$ cat config.mk
export PLATFORM = sky130hd
export DESIGN_NAME = call_gate_unit
export DESIGN_NICKNAME = d
export VERILOG_FILES = /design/src/pkg/gate_pkg.sv /design/src/rtl/call_gate_unit.sv
export SDC_FILE = /design/constraint.sdc
export NUM_CORES = 2
export LEC_CHECK = 0
export ABC_AREA = 0
export BUFFER_PORTS_ARGS = -buffer_cell sky130_fd_sc_hd__buf_2
export CORE_MARGIN = 2
export CORE_UTILIZATION = 50
export CTS_CLUSTER_DIAMETER = 30
export DETAILED_ROUTE_END_ITERATION = 16
export GPL_ROUTABILITY_DRIVEN = 0
export PLACE_DENSITY = 0.63
export SLEW_MARGIN = 20
export SYNTH_ARGS = -nofsm -noshare
export SYNTH_HDL_FRONTEND = slang
export SYNTH_SLANG_ARGS = --single-unit
$ cat constraint.sdc
create_clock -name pclk -period 7.05 [get_ports pclk]
set_input_delay 0.3525 -clock pclk [delete_from_list [all_inputs] [get_ports pclk]]
set_output_delay 0.3525 -clock pclk [all_outputs]
set_load 0.005 [all_outputs]
$ cat src/pkg/gate_pkg.sv
// constants, types and register map of the call gate transfer unit
package gate_pkg;

    // register byte offsets
    localparam logic [7:0] OFF_CTRL = 8'h00;
    localparam logic [7:0] OFF_STATUS = 8'h04;
    localparam logic [7:0] OFF_MASK = 8'h08;
    localparam logic [7:0] OFF_FARSEL = 8'h0C;
    localparam logic [7:0] OFF_GATE = 8'h10;
    localparam logic [7:0] OFF_GATE_OFF = 8'h14;
    localparam logic [7:0] OFF_TGT = 8'h18;
    localparam logic [7:0] OFF_TGT_BASE = 8'h1C;
    localparam logic [7:0] OFF_TSS_LIMIT = 8'h20;
    localparam logic [7:0] OFF_DT_LIMIT = 8'h24;
    localparam logic [7:0] OFF_TSS_SS0 = 8'h28;
    localparam logic [7:0] OFF_TSS_SS1 = 8'h2C;
    localparam logic [7:0] OFF_TSS_SS2 = 8'h30;
    localparam logic [7:0] OFF_TSS_SP0 = 8'h34;
    localparam logic [7:0] OFF_TSS_SP1 = 8'h38;
    localparam logic [7:0] OFF_TSS_SP2 = 8'h3C;
    localparam logic [7:0] OFF_CPL = 8'h40;
    localparam logic [7:0] OFF_CS = 8'h44;
    localparam logic [7:0] OFF_EIP = 8'h48;
    localparam logic [7:0] OFF_SS = 8'h4C;
    localparam logic [7:0] OFF_SP = 8'h50;
    localparam logic [7:0] OFF_ENTRY = 8'h54;
    localparam logic [7:0] OFF_MEM_IDX = 8'h58;
    localparam logic [7:0] OFF_MEM_DATA = 8'h5C;
    localparam logic [7:0] OFF_STATE = 8'h60;

    // field positions
    localparam int CTRL_START = 0;
    localparam int CTRL_JUMP = 1;
    localparam int ST_DONE = 0;
    localparam int ST_GP = 1;
    localparam int ST_TS = 2;
    localparam int STATE_BUSY = 4;

    // reset values
    localparam logic [1:0] CPL_RST = 2'h0;
    localparam logic [15:0] SEL_RST = 16'h0000;
    localparam logic [31:0] WORD_RST = 32'h0000_0000;
    localparam logic [2:0] STAT_RST = 3'h0;

    // task state layout and descriptor size
    localparam logic [31:0] TSS_SP_BASE = 32'h0000_0004;
    localparam logic [31:0] TSS_STRIDE = 32'h0000_0008;
    localparam logic [31:0] TSS_SS_LAST = 32'h0000_0005;
    localparam logic [2:0] DESC_LAST = 3'h7;
    localparam logic [1:0] LEVEL_APP = 2'h3;
    localparam logic [31:0] ITEM32 = 32'h0000_0004;
    localparam logic [31:0] ITEM16 = 32'h0000_0002;
    localparam logic [31:0] MASK16 = 32'h0000_FFFF;

    typedef enum logic [3:0] {
        S_IDLE = 4'h0,
        S_CHECK = 4'h1,
        S_SWITCH = 4'h3,
        S_PUSH_SS = 4'h2,
        S_PUSH_SP = 4'h6,
        S_COPY = 4'h7,
        S_PUSH_CS = 4'h5,
        S_PUSH_IP = 4'h4,
        S_FINISH = 4'hC
    } gate_state_e;

    // gate descriptor as held in its register
    typedef struct packed {
        logic size32;
        logic [1:0] descriptor_privilege_level;
        logic [4:0] pcount;
        logic [15:0] sel;
    } gate_s;

    // target code segment attributes
    typedef struct packed {
        logic conforming;
        logic [1:0] descriptor_privilege_level;
    } target_s;

endpackage

$ cat src/rtl/call_gate_unit.sv
// call gate privilege check, stack switch and entry unit with apb registers
//
// Overview of operation
// RULE1: a gated far pointer uses its selector only; the pointer offset is ignored
// RULE2: entry address is target segment base plus the gate offset
// RULE3: current level must not exceed the gate level, call or jump
// RULE4: selector requestor level must not exceed the gate level
// RULE5: target level is compared only after both gate checks pass
// RULE6: call to nonconforming target accepts target level at most current level
// RULE7: jump to nonconforming target needs target level equal to current level
// RULE8: conforming target: level at most current, level kept, no stack switch
// RULE9: inward call to nonconforming target lowers level and switches stacks
// RULE10: level-3 stack lives in stack registers; task state pointers are read only
// RULE11: new stack pair is picked from task state by the target level
// RULE12: limit violation fetching stack selector, pointer or descriptor raises task fault
// RULE13: old stack pair is held, new pair loaded, old pair pushed
// RULE14: copy gate parameter count items from old stack, none when zero
// RULE15: push return code selector and pointer, then load gate selector and offset
// RULE16: never enter level 3 from a more privileged level
// RULE17: software provides big enough writable stacks
// RULE18: copied items and pushes are 16 or 32 bits by gate size
// RULE19: any failed privilege check aborts with a protection fault, state unchanged
//
// Design decisions made here: the APB interface to the registers and the placing of the registers.
`timescale 1ns/1ns
module call_gate_unit
    import gate_pkg::*;
#(
    parameter int MEM_DEPTH = 64
) (
    input wire logic pclk,
    input wire logic presetn,
    input wire logic ce,
    input wire logic psel,
    input wire logic penable,
    input wire logic pwrite,
    input wire logic [7:0] paddr,
    input wire logic [31:0] pwdata,
    output logic [31:0] prdata,
    output logic pready,
    output logic pslverr,
    output logic irq
);

    localparam int MAW = $clog2(MEM_DEPTH);

    generate
        if (MEM_DEPTH < 2 || (1 << MAW) != MEM_DEPTH) begin : g_bad_depth
            $error("MEM_DEPTH must be a power of two of at least 2");
        end
    endgenerate

    ////////////////////////////////////////////////////////////////////////////////////////////
    // state
    gate_state_e state_ff;
    logic jump_ff;
    logic [15:0] farsel_ff;
    gate_s gate_ff;
    logic [31:0] gate_off_ff;
    target_s tgt_ff;
    logic [31:0] tgt_base_ff;
    logic [31:0] tss_limit_ff;
    logic [31:0] dt_limit_ff;
    logic [15:0] tss_ss_ff [3];
    logic [31:0] tss_sp_ff [3];
    logic [1:0] cpl_ff;
    logic [15:0] cs_ff;
    logic [31:0] eip_ff;
    logic [15:0] ss_ff;
    logic [31:0] sp_ff;
    logic [31:0] entry_ff;
    logic [15:0] old_ss_ff;
    logic [31:0] old_sp_ff;
    logic [4:0] cnt_ff;
    logic [MAW-1:0] mem_idx_ff;
    logic [31:0] mem_ff [MEM_DEPTH];
    logic [2:0] status_ff;
    logic [2:0] mask_ff;
    logic [31:0] rdata_ff;
    logic rvld_ff;
    logic err_ff;

    ////////////////////////////////////////////////////////////////////////////////////////////
    // helpers
    function automatic logic [31:0] item_bytes(input logic s32);
        return s32 ? ITEM32 : ITEM16;
    endfunction

    function automatic logic [MAW-1:0] slot(input logic [31:0] p, input logic s32);
        logic [31:0] w;
        w = s32 ? (p >> 2) : (p >> 1);
        return w[MAW-1:0];
    endfunction

    function automatic logic mapped(input logic [7:0] a);
        return (a <= OFF_STATE) && (a[1:0] == 2'h0);
    endfunction

    ////////////////////////////////////////////////////////////////////////////////////////////
    // apb slave
    logic setup;
    logic wr_en;
    logic idle;
    logic start;
    logic [31:0] rd_mux;

    assign setup = psel && !penable;
    assign pready = penable && rvld_ff && ce;
    assign pslverr = pready && err_ff;
    assign prdata = rdata_ff;
    assign wr_en = psel && penable && pready && pwrite && !err_ff;
    assign idle = (state_ff == S_IDLE);
    assign start = wr_en && idle && (paddr == OFF_CTRL) && pwdata[CTRL_START];

    always_comb begin
        rd_mux = WORD_RST;
        if (paddr == OFF_CTRL) begin
            rd_mux = {30'h0000_0000, jump_ff, 1'b0};
        end else if (paddr == OFF_STATUS) begin
            rd_mux = {29'h0000_0000, status_ff};
        end else if (paddr == OFF_MASK) begin
            rd_mux = {29'h0000_0000, mask_ff};
        end else if (paddr == OFF_FARSEL) begin
            rd_mux = {16'h0000, farsel_ff};
        end else if (paddr == OFF_GATE) begin
            rd_mux = {8'h00, gate_ff};
        end else if (paddr == OFF_GATE_OFF) begin
            rd_mux = gate_off_ff;
        end else if (paddr == OFF_TGT) begin
            rd_mux = {29'h0000_0000, tgt_ff};
        end else if (paddr == OFF_TGT_BASE) begin
            rd_mux = tgt_base_ff;
        end else if (paddr == OFF_TSS_LIMIT) begin
            rd_mux = tss_limit_ff;
        end else if (paddr == OFF_DT_LIMIT) begin
            rd_mux = dt_limit_ff;
        end else if (paddr == OFF_TSS_SS0) begin
            rd_mux = {16'h0000, tss_ss_ff[0]};
        end else if (paddr == OFF_TSS_SS1) begin
            rd_mux = {16'h0000, tss_ss_ff[1]};
        end else if (paddr == OFF_TSS_SS2) begin
            rd_mux = {16'h0000, tss_ss_ff[2]};
        end else if (paddr == OFF_TSS_SP0) begin
            rd_mux = tss_sp_ff[0];
        end else if (paddr == OFF_TSS_SP1) begin
            rd_mux = tss_sp_ff[1];
        end else if (paddr == OFF_TSS_SP2) begin
            rd_mux = tss_sp_ff[2];
        end else if (paddr == OFF_CPL) begin
            rd_mux = {30'h0000_0000, cpl_ff};
        end else if (paddr == OFF_CS) begin
            rd_mux = {16'h0000, cs_ff};
        end else if (paddr == OFF_EIP) begin
            rd_mux = eip_ff;
        end else if (paddr == OFF_SS) begin
            rd_mux = {16'h0000, ss_ff};
        end else if (paddr == OFF_SP) begin
            rd_mux = sp_ff;
        end else if (paddr == OFF_ENTRY) begin
            rd_mux = entry_ff;
        end else if (paddr == OFF_MEM_IDX) begin
            rd_mux = 32'(mem_idx_ff);
        end else if (paddr == OFF_MEM_DATA) begin
            rd_mux = mem_ff[mem_idx_ff];
        end else if (paddr == OFF_STATE) begin
            rd_mux = {27'h0000_000, !idle, state_ff};
        end
    end

    always_ff @(posedge pclk or negedge presetn) begin
        if (!presetn) begin
            rdata_ff <= WORD_RST;
            rvld_ff <= 1'b0;
            err_ff <= 1'b0;
        end else if (ce) begin
            if (setup) begin
                rdata_ff <= pwrite ? WORD_RST : rd_mux;
                err_ff <= !mapped(paddr);
                rvld_ff <= 1'b1;
            end else if (pready) begin
                rvld_ff <= 1'b0;
            end
        end
    end

    // request and task state registers, written by software only while idle
    always_ff @(posedge pclk or negedge presetn) begin
        if (!presetn) begin
            jump_ff <= 1'b0;
            farsel_ff <= SEL_RST;
            gate_ff <= '0;
            gate_off_ff <= WORD_RST;
            tgt_ff <= '0;
            tgt_base_ff <= WORD_RST;
            tss_limit_ff <= WORD_RST;
            dt_limit_ff <= WORD_RST;
            tss_ss_ff <= '{default: SEL_RST};
            tss_sp_ff <= '{default: WORD_RST};
            mem_idx_ff <= '0;
        end else if (ce && wr_en && idle) begin
            if (paddr == OFF_CTRL) begin
                jump_ff <= pwdata[CTRL_JUMP];
            end else if (paddr == OFF_FARSEL) begin
                farsel_ff <= pwdata[15:0]; // RULE1
            end else if (paddr == OFF_GATE) begin
                gate_ff <= pwdata[23:0];
            end else if (paddr == OFF_GATE_OFF) begin
                gate_off_ff <= pwdata;
            end else if (paddr == OFF_TGT) begin
                tgt_ff <= pwdata[2:0];
            end else if (paddr == OFF_TGT_BASE) begin
                tgt_base_ff <= pwdata;
            end else if (paddr == OFF_TSS_LIMIT) begin
                tss_limit_ff <= pwdata;
            end else if (paddr == OFF_DT_LIMIT) begin
                dt_limit_ff <= pwdata;
            end else if (paddr == OFF_TSS_SS0) begin
                tss_ss_ff[0] <= pwdata[15:0];
            end else if (paddr == OFF_TSS_SS1) begin
                tss_ss_ff[1] <= pwdata[15:0];
            end else if (paddr == OFF_TSS_SS2) begin
                tss_ss_ff[2] <= pwdata[15:0];
            end else if (paddr == OFF_TSS_SP0) begin
                tss_sp_ff[0] <= pwdata;
            end else if (paddr == OFF_TSS_SP1) begin
                tss_sp_ff[1] <= pwdata;
            end else if (paddr == OFF_TSS_SP2) begin
                tss_sp_ff[2] <= pwdata;
            end else if (paddr == OFF_MEM_IDX) begin
                mem_idx_ff <= pwdata[MAW-1:0];
            end
        end
    end

    ////////////////////////////////////////////////////////////////////////////////////////////
    // privilege checks
    logic [1:0] tdpl;
    logic gate_ok;
    logic tgt_ok;
    logic need_sw;
    logic ts_fault;
    logic [31:0] tss_sp_off;
    logic [15:0] new_ss;
    logic [31:0] new_sp;
    logic [31:0] isz;
    logic [31:0] nsp;
    logic [31:0] push_val;
    logic [31:0] parm_addr;
    logic [31:0] entry_w;
    logic pushing;

    assign tdpl = tgt_ff.descriptor_privilege_level;
    assign gate_ok = (cpl_ff <= gate_ff.descriptor_privilege_level) // RULE3
        && (farsel_ff[1:0] <= gate_ff.descriptor_privilege_level); // RULE4
    always_comb begin
        if (tgt_ff.conforming) begin
            tgt_ok = (tdpl <= cpl_ff); // RULE8
        end else if (jump_ff) begin
            tgt_ok = (tdpl == cpl_ff); // RULE7
        end else begin
            tgt_ok = (tdpl <= cpl_ff) // RULE6
                && !(tdpl == LEVEL_APP && cpl_ff != LEVEL_APP); // RULE16
        end
    end
    assign need_sw = !jump_ff && !tgt_ff.conforming && (tdpl < cpl_ff); // RULE9

    // new stack fetch and its limit checks
    assign tss_sp_off = TSS_SP_BASE + TSS_STRIDE * 32'(tdpl); // RULE11
    assign new_ss = tss_ss_ff[tdpl]; // RULE10 RULE11
    assign new_sp = tss_sp_ff[tdpl];
    assign ts_fault = (tss_sp_off + TSS_SS_LAST > tss_limit_ff) // RULE12
        || ({16'h0000, new_ss[15:3], DESC_LAST} > dt_limit_ff);

    // push data path, sized by the gate
    assign isz = item_bytes(gate_ff.size32); // RULE18
    assign nsp = sp_ff - isz;
    assign parm_addr = old_sp_ff + 32'(cnt_ff - 5'h01) * isz;
    assign entry_w = tgt_base_ff + gate_off_ff; // RULE2
    always_comb begin
        case (state_ff)
            S_PUSH_SS: push_val = {16'h0000, old_ss_ff};
            S_PUSH_SP: push_val = old_sp_ff;
            S_COPY: push_val = mem_ff[slot(parm_addr, gate_ff.size32)]; // RULE14
            S_PUSH_CS: push_val = {16'h0000, cs_ff};
            S_PUSH_IP: push_val = eip_ff;
            default: push_val = WORD_RST;
        endcase
        if (!gate_ff.size32) begin
            push_val = push_val & MASK16; // RULE18
        end
    end
    assign pushing = (state_ff == S_PUSH_SS) || (state_ff == S_PUSH_SP) || (state_ff == S_COPY)
        || (state_ff == S_PUSH_CS) || (state_ff == S_PUSH_IP);

    ////////////////////////////////////////////////////////////////////////////////////////////
    // sequencer
    always_ff @(posedge pclk or negedge presetn) begin
        if (!presetn) begin
            state_ff <= S_IDLE;
            cnt_ff <= 5'h00;
            old_ss_ff <= SEL_RST;
            old_sp_ff <= WORD_RST;
        end else if (ce) begin
            case (state_ff)
                S_IDLE: begin
                    if (start) begin
                        state_ff <= S_CHECK;
                    end
                end
                S_CHECK: begin
                    if (!gate_ok || !tgt_ok) begin // RULE5 RULE19
                        state_ff <= S_IDLE;
                    end else if (need_sw) begin
                        state_ff <= S_SWITCH;
                    end else if (jump_ff) begin
                        state_ff <= S_FINISH;
                    end else begin
                        state_ff <= S_PUSH_CS; // RULE8
                    end
                end
                S_SWITCH: begin
                    if (ts_fault) begin // RULE12
                        state_ff <= S_IDLE;
                    end else begin
                        old_ss_ff <= ss_ff; // RULE13
                        old_sp_ff <= sp_ff;
                        cnt_ff <= gate_ff.pcount;
                        state_ff <= S_PUSH_SS;
                    end
                end
                S_PUSH_SS: state_ff <= S_PUSH_SP;
                S_PUSH_SP: state_ff <= (cnt_ff == 5'h00) ? S_PUSH_CS : S_COPY; // RULE14
                S_COPY: begin
                    cnt_ff <= cnt_ff - 5'h01;
                    if (cnt_ff == 5'h01) begin
                        state_ff <= S_PUSH_CS;
                    end
                end
                S_PUSH_CS: state_ff <= S_PUSH_IP; // RULE15
                S_PUSH_IP: state_ff <= S_FINISH;
                default: state_ff <= S_IDLE;
            endcase
        end
    end

    // architectural registers: software while idle, sequencer otherwise
    always_ff @(posedge pclk or negedge presetn) begin
        if (!presetn) begin
            cpl_ff <= CPL_RST;
            cs_ff <= SEL_RST;
            eip_ff <= WORD_RST;
            ss_ff <= SEL_RST;
            sp_ff <= WORD_RST;
            entry_ff <= WORD_RST;
        end else if (ce) begin
            if (wr_en && idle) begin
                if (paddr == OFF_CPL) begin
                    cpl_ff <= pwdata[1:0];
                end else if (paddr == OFF_CS) begin
                    cs_ff <= pwdata[15:0];
                end else if (paddr == OFF_EIP) begin
                    eip_ff <= pwdata;
                end else if (paddr == OFF_SS) begin
                    ss_ff <= pwdata[15:0];
                end else if (paddr == OFF_SP) begin
                    sp_ff <= pwdata;
                end
            end else if (state_ff == S_SWITCH && !ts_fault) begin
                ss_ff <= new_ss; // RULE13
                sp_ff <= new_sp;
            end else if (pushing) begin
                sp_ff <= nsp;
            end else if (state_ff == S_FINISH) begin
                cs_ff <= gate_ff.sel; // RULE15
                eip_ff <= gate_off_ff;
                entry_ff <= entry_w; // RULE2
                if (need_sw) begin
                    cpl_ff <= tdpl; // RULE9
                end
            end
        end
    end

    // stack memory
    always_ff @(posedge pclk) begin
        if (ce) begin
            if (pushing) begin
                mem_ff[slot(nsp, gate_ff.size32)] <= push_val; // RULE13 RULE15
            end else if (wr_en && idle && paddr == OFF_MEM_DATA) begin
                mem_ff[mem_idx_ff] <= pwdata;
            end
        end
    end

    ////////////////////////////////////////////////////////////////////////////////////////////
    // events and interrupt
    logic [2:0] ev;
    logic [2:0] w1c;

    assign ev[ST_DONE] = (state_ff == S_FINISH);
    assign ev[ST_GP] = (state_ff == S_CHECK) && (!gate_ok || !tgt_ok); // RULE19
    assign ev[ST_TS] = (state_ff == S_SWITCH) && ts_fault; // RULE12
    assign w1c = (wr_en && paddr == OFF_STATUS) ? pwdata[2:0] : 3'h0;
    assign irq = |(status_ff & mask_ff);

    always_ff @(posedge pclk or negedge presetn) begin
        if (!presetn) begin
            status_ff <= STAT_RST;
            mask_ff <= STAT_RST;
        end else if (ce) begin
            status_ff <= (status_ff & ~w1c) | ev;
            if (wr_en && paddr == OFF_MASK) begin
                mask_ff <= pwdata[2:0];
            end
        end
    end
endmodule // call_gate_unit
==> impl_metrics.toml <==
[outcome]
status = "finished, final reports clean"

[timing]
drv_slew = 0
postLayoutSetupSlackWorst_ps = 1160
setup_viol = 0
rsz0062_at_grt = "no"
fin_crit_ps = 5890
finalHoldViolCount = 0
slew_headroom_pct = 12.9
tns_ps = 0
period_share_pct = 83.5
fin_hold_ws_ps = 69.0
max_slew.worst_pin.slew_ps = 1290
fin_skew_ps = 81.4
max_freq_mhz = 170

[synthesis]
synth_cells = 7592
avgSynthCellArea_um2 = 16.4
synth-edff-count = 2048
ys_warn_count = 0
ys_seq_elements = 2597
synth_top_area_cell = "edfxtp_1"
post_synth_num_cell_types = 85
async_flop_share_pct = 21.1
syn_area_um2 = 125000
ys_seq_area_share_pct = 60.4
ys.flop_type = "edfxtp_1"
ys_top_cells_by_area = "edfxtp_1 (49%), mux4_2 (21%), dfrtp_1 (11%)"
netlist.area_leader.share_pct = 49.4

[detailed_routing]
met2_wirelength_um = 200000
wl_met3_um = 59800
wl_per_cell_um = 37.7
antenna_left = 0
viasPerCell = 7.09
drt-pass1-iter-count = 6
top_layer = "met4"
first_iter_violations = 13000
wl_met1_um = 157000
vias = 83300
remaining_drc_errors = 0
drt_wl_total_um = 443000

[global_routing]
grt_max_degree = 172
antenna_found_initial = 9
grt_use_total_pct = 35.0
grt_pass1_vias = 83200
grt_pass1_wl_um = 621000
grt_overflow = 0

[clocking]
clock_latency_ps = 1000
numClockSinks = 2597
cts_tree = "yes"
cts-resized-gates = 0
clk_pin_slew_worst_paths_ps = 50
root_buffer = "clkbuf_16"
cts_buffers = 566
h-tree-depth = 6
clockBufferDepth = 4

[floorplanning]
die_h_um = 503
initial_utilization_pct = 50.2
die_area_um2 = 253000
fp-row-count = 183
design.core.area_um2 = 248000
die_w_um = 503
io-pin-count = 81

[power_and_ir_drop]
p_per_area_nw_per_um2 = 309
power.total_mw = 46.4
leakage_nw = 52.7
vdd_drop_max_mv = 0.280

[worst_setup_path]
r2r_end = "mem_ff[21][17]$_DFFE_PP_"
cp.required_ps = 7680
criticalPathCategory = "reg -> reg"
crit_end = "mem_ff[21][17]$_DFFE_PP_"
reg2regPathDepth = 19
r2r-start = "cnt_ff[0]$_DFFE_PN0P_"
reg2reg_slack_ps = 1160
worstPathArrival_ps = 6520
cp-start-kind = "register"
setup.worst_path.end_class = "register"
crit_path_max_fanout = 44
crit_path_start = "cnt_ff[0]$_DFFE_PN0P_"

[placed_design]
portBuffers = 80
dp.final_hpwl_um = 248000
dp_cells = 10700
place_area_um2 = 131000
place_ws_ps = 966

[finish]
fin_util_pct = 60.5
final_nets = 8102
fin_cells = 11800
drive_above_1_share_pct = 34.8
syn_to_final_growth_pct = 20.6
final_cell_area_um2 = 150000

[hold_path]
hold_class = "in -> async"

[job]
max_cap_violations = 0
==> critical path: stages, from the launching register on <==
cell and delay [ps]:
dfrtp_1 410, inv_1 110, ha_1 260, nand2_1 150
xor2_1 220, nor2_1 70, ha_1 300, ha_1 270
inv_1 60, fa_1 410, inv_1 70, ha_1 240
xnor2_1 170, a21oi_1 310, and2_4 660, buf_4 560
nand3_1 160, nand4_1 130, nand3_1 520, buf_4 490
==> flip-flops by register name, summed over array words and instances, names as in the netlist, 24 cells and up <==
| signal | count |
|---|---|
| mem_ff | 2048 |
| tss_sp_ff | 96 |
| tss_ss_ff | 48 |
| dt_limit_ff | 32 |
| eip_ff | 32 |
| entry_ff | 32 |
| gate_off_ff | 32 |
| old_sp_ff | 32 |
| prdata | 32 |
| sp_ff | 32 |
| tgt_base_ff | 32 |
| tss_limit_ff | 32 |
| gate_ff | 24 |
==> cells by family after synthesis <==
kind of cell    Yosys count  share of synthesized area, %
xor+xnor                 50                         0.352
compound gates         1053                          5.48
simple gates           1474                          5.19
buf+inv                 644                          2.13
other cells               2                       0.00603
fa+ha+maj                76                         0.800
mux                    1696                          25.6
flops                  2597                          60.4
==> how the worst min path moves through the flow <==
stage / endpoint / slack [ps] / depth (start not counted)
floorplan: cnt_ff[0]$_DFFE_PN0P_ / 60 / 0
CTS: old_sp_ff[26]$_DFFE_PN0P_ / 30 / 2
global route: sp_ff[28]$_DFFE_PN0P_ / 100 / 2
detailed placement: dt_limit_ff[27]$_DFFE_PN0P_ / 450 / 1
finish: dt_limit_ff[25]$_DFFE_PN0P_ / 70 / 2
global placement: dt_limit_ff[27]$_DFFE_PN0P_ / 450 / 1
==> per-layer routing <==
metal	track usage, %	vias up
li1	-	32000
met1	46.4	43400
met2	52.7	6375
met3	10.4	1413
met4	17.8	0
met5	0	-
==> cells in the mapped netlist (43+ instances only) <==
master and number:
edfxtp_1 2048, mux4_2 1156, nand2_1 771, dfrtp_1 549
clkbuf_1 374, mux2_2 369, a21oi_1 284, o21ai_0 263
nor2_1 245, nand3_1 182, mux2i_1 171, buf_1 109
a22oi_1 89, nand4_1 82, ha_1 70, a32oi_1 64
inv_1 64, buf_2 63, nor3_1 49, a221oi_1 43
==> cell usage in the layout, fill, tap and decap left out, types with 36 or more instances in the layout <==
cell / n
a21oi_1: 274
a221oi_1: 43
a22oi_1: 89
a32oi_1: 64
buf_12: 72
buf_2: 79
buf_4: 204
bufinv_16: 71
clkbuf_1: 65
clkbuf_16: 582
clkinv_1: 54
clkinv_2: 83
clkinvlp_4: 61
dfrtp_1: 542
dlygate4sd3_1: 40
edfxtp_1: 2048
ha_1: 70
inv_1: 64
mux2_2: 368
mux2i_1: 171
mux4_2: 1156
nand2_1: 767
nand3_1: 153
nand4_1: 82
nor2_1: 167
nor2_4: 68
nor3_1: 42
o211ai_1: 37
o21ai_0: 261
o221ai_1: 36
o22ai_1: 36
==> area by class of cell <==
class | count | area, um^2
Sequential cell | 2597 | 75300
Fill cell | 18200 | 98100
Timing Repair Buffer | 396 | 3780
Multi-Input combinational cell | 4353 | 47700
Tap cell | 3330 | 4170
Antenna cell | 9 | 22.5
Clock buffer | 665 | 15100
Inverter | 66 | 255
Clock inverter | 337 | 3920
==> what timing repair did <==
item,4_1_cts,5_1_grt
hold buffers,40,0
endpoints found under the hold margin,436,0
setup buffers,0,0
==> report_power, final <==
part / switching (mW) / internal (mW) / total, mW / leakage, nW
Combinational: 2.07 / 0.849 / 2.92 / 16.7
Clock: 8.56 / 17.8 / 26.4 / 9.14
Sequential: 0.287 / 16.9 / 17.1 / 26.9
Total: 10.9 / 35.5 / 46.4 / 52.7
No activity file was read; power rests on OpenSTA's default activity.
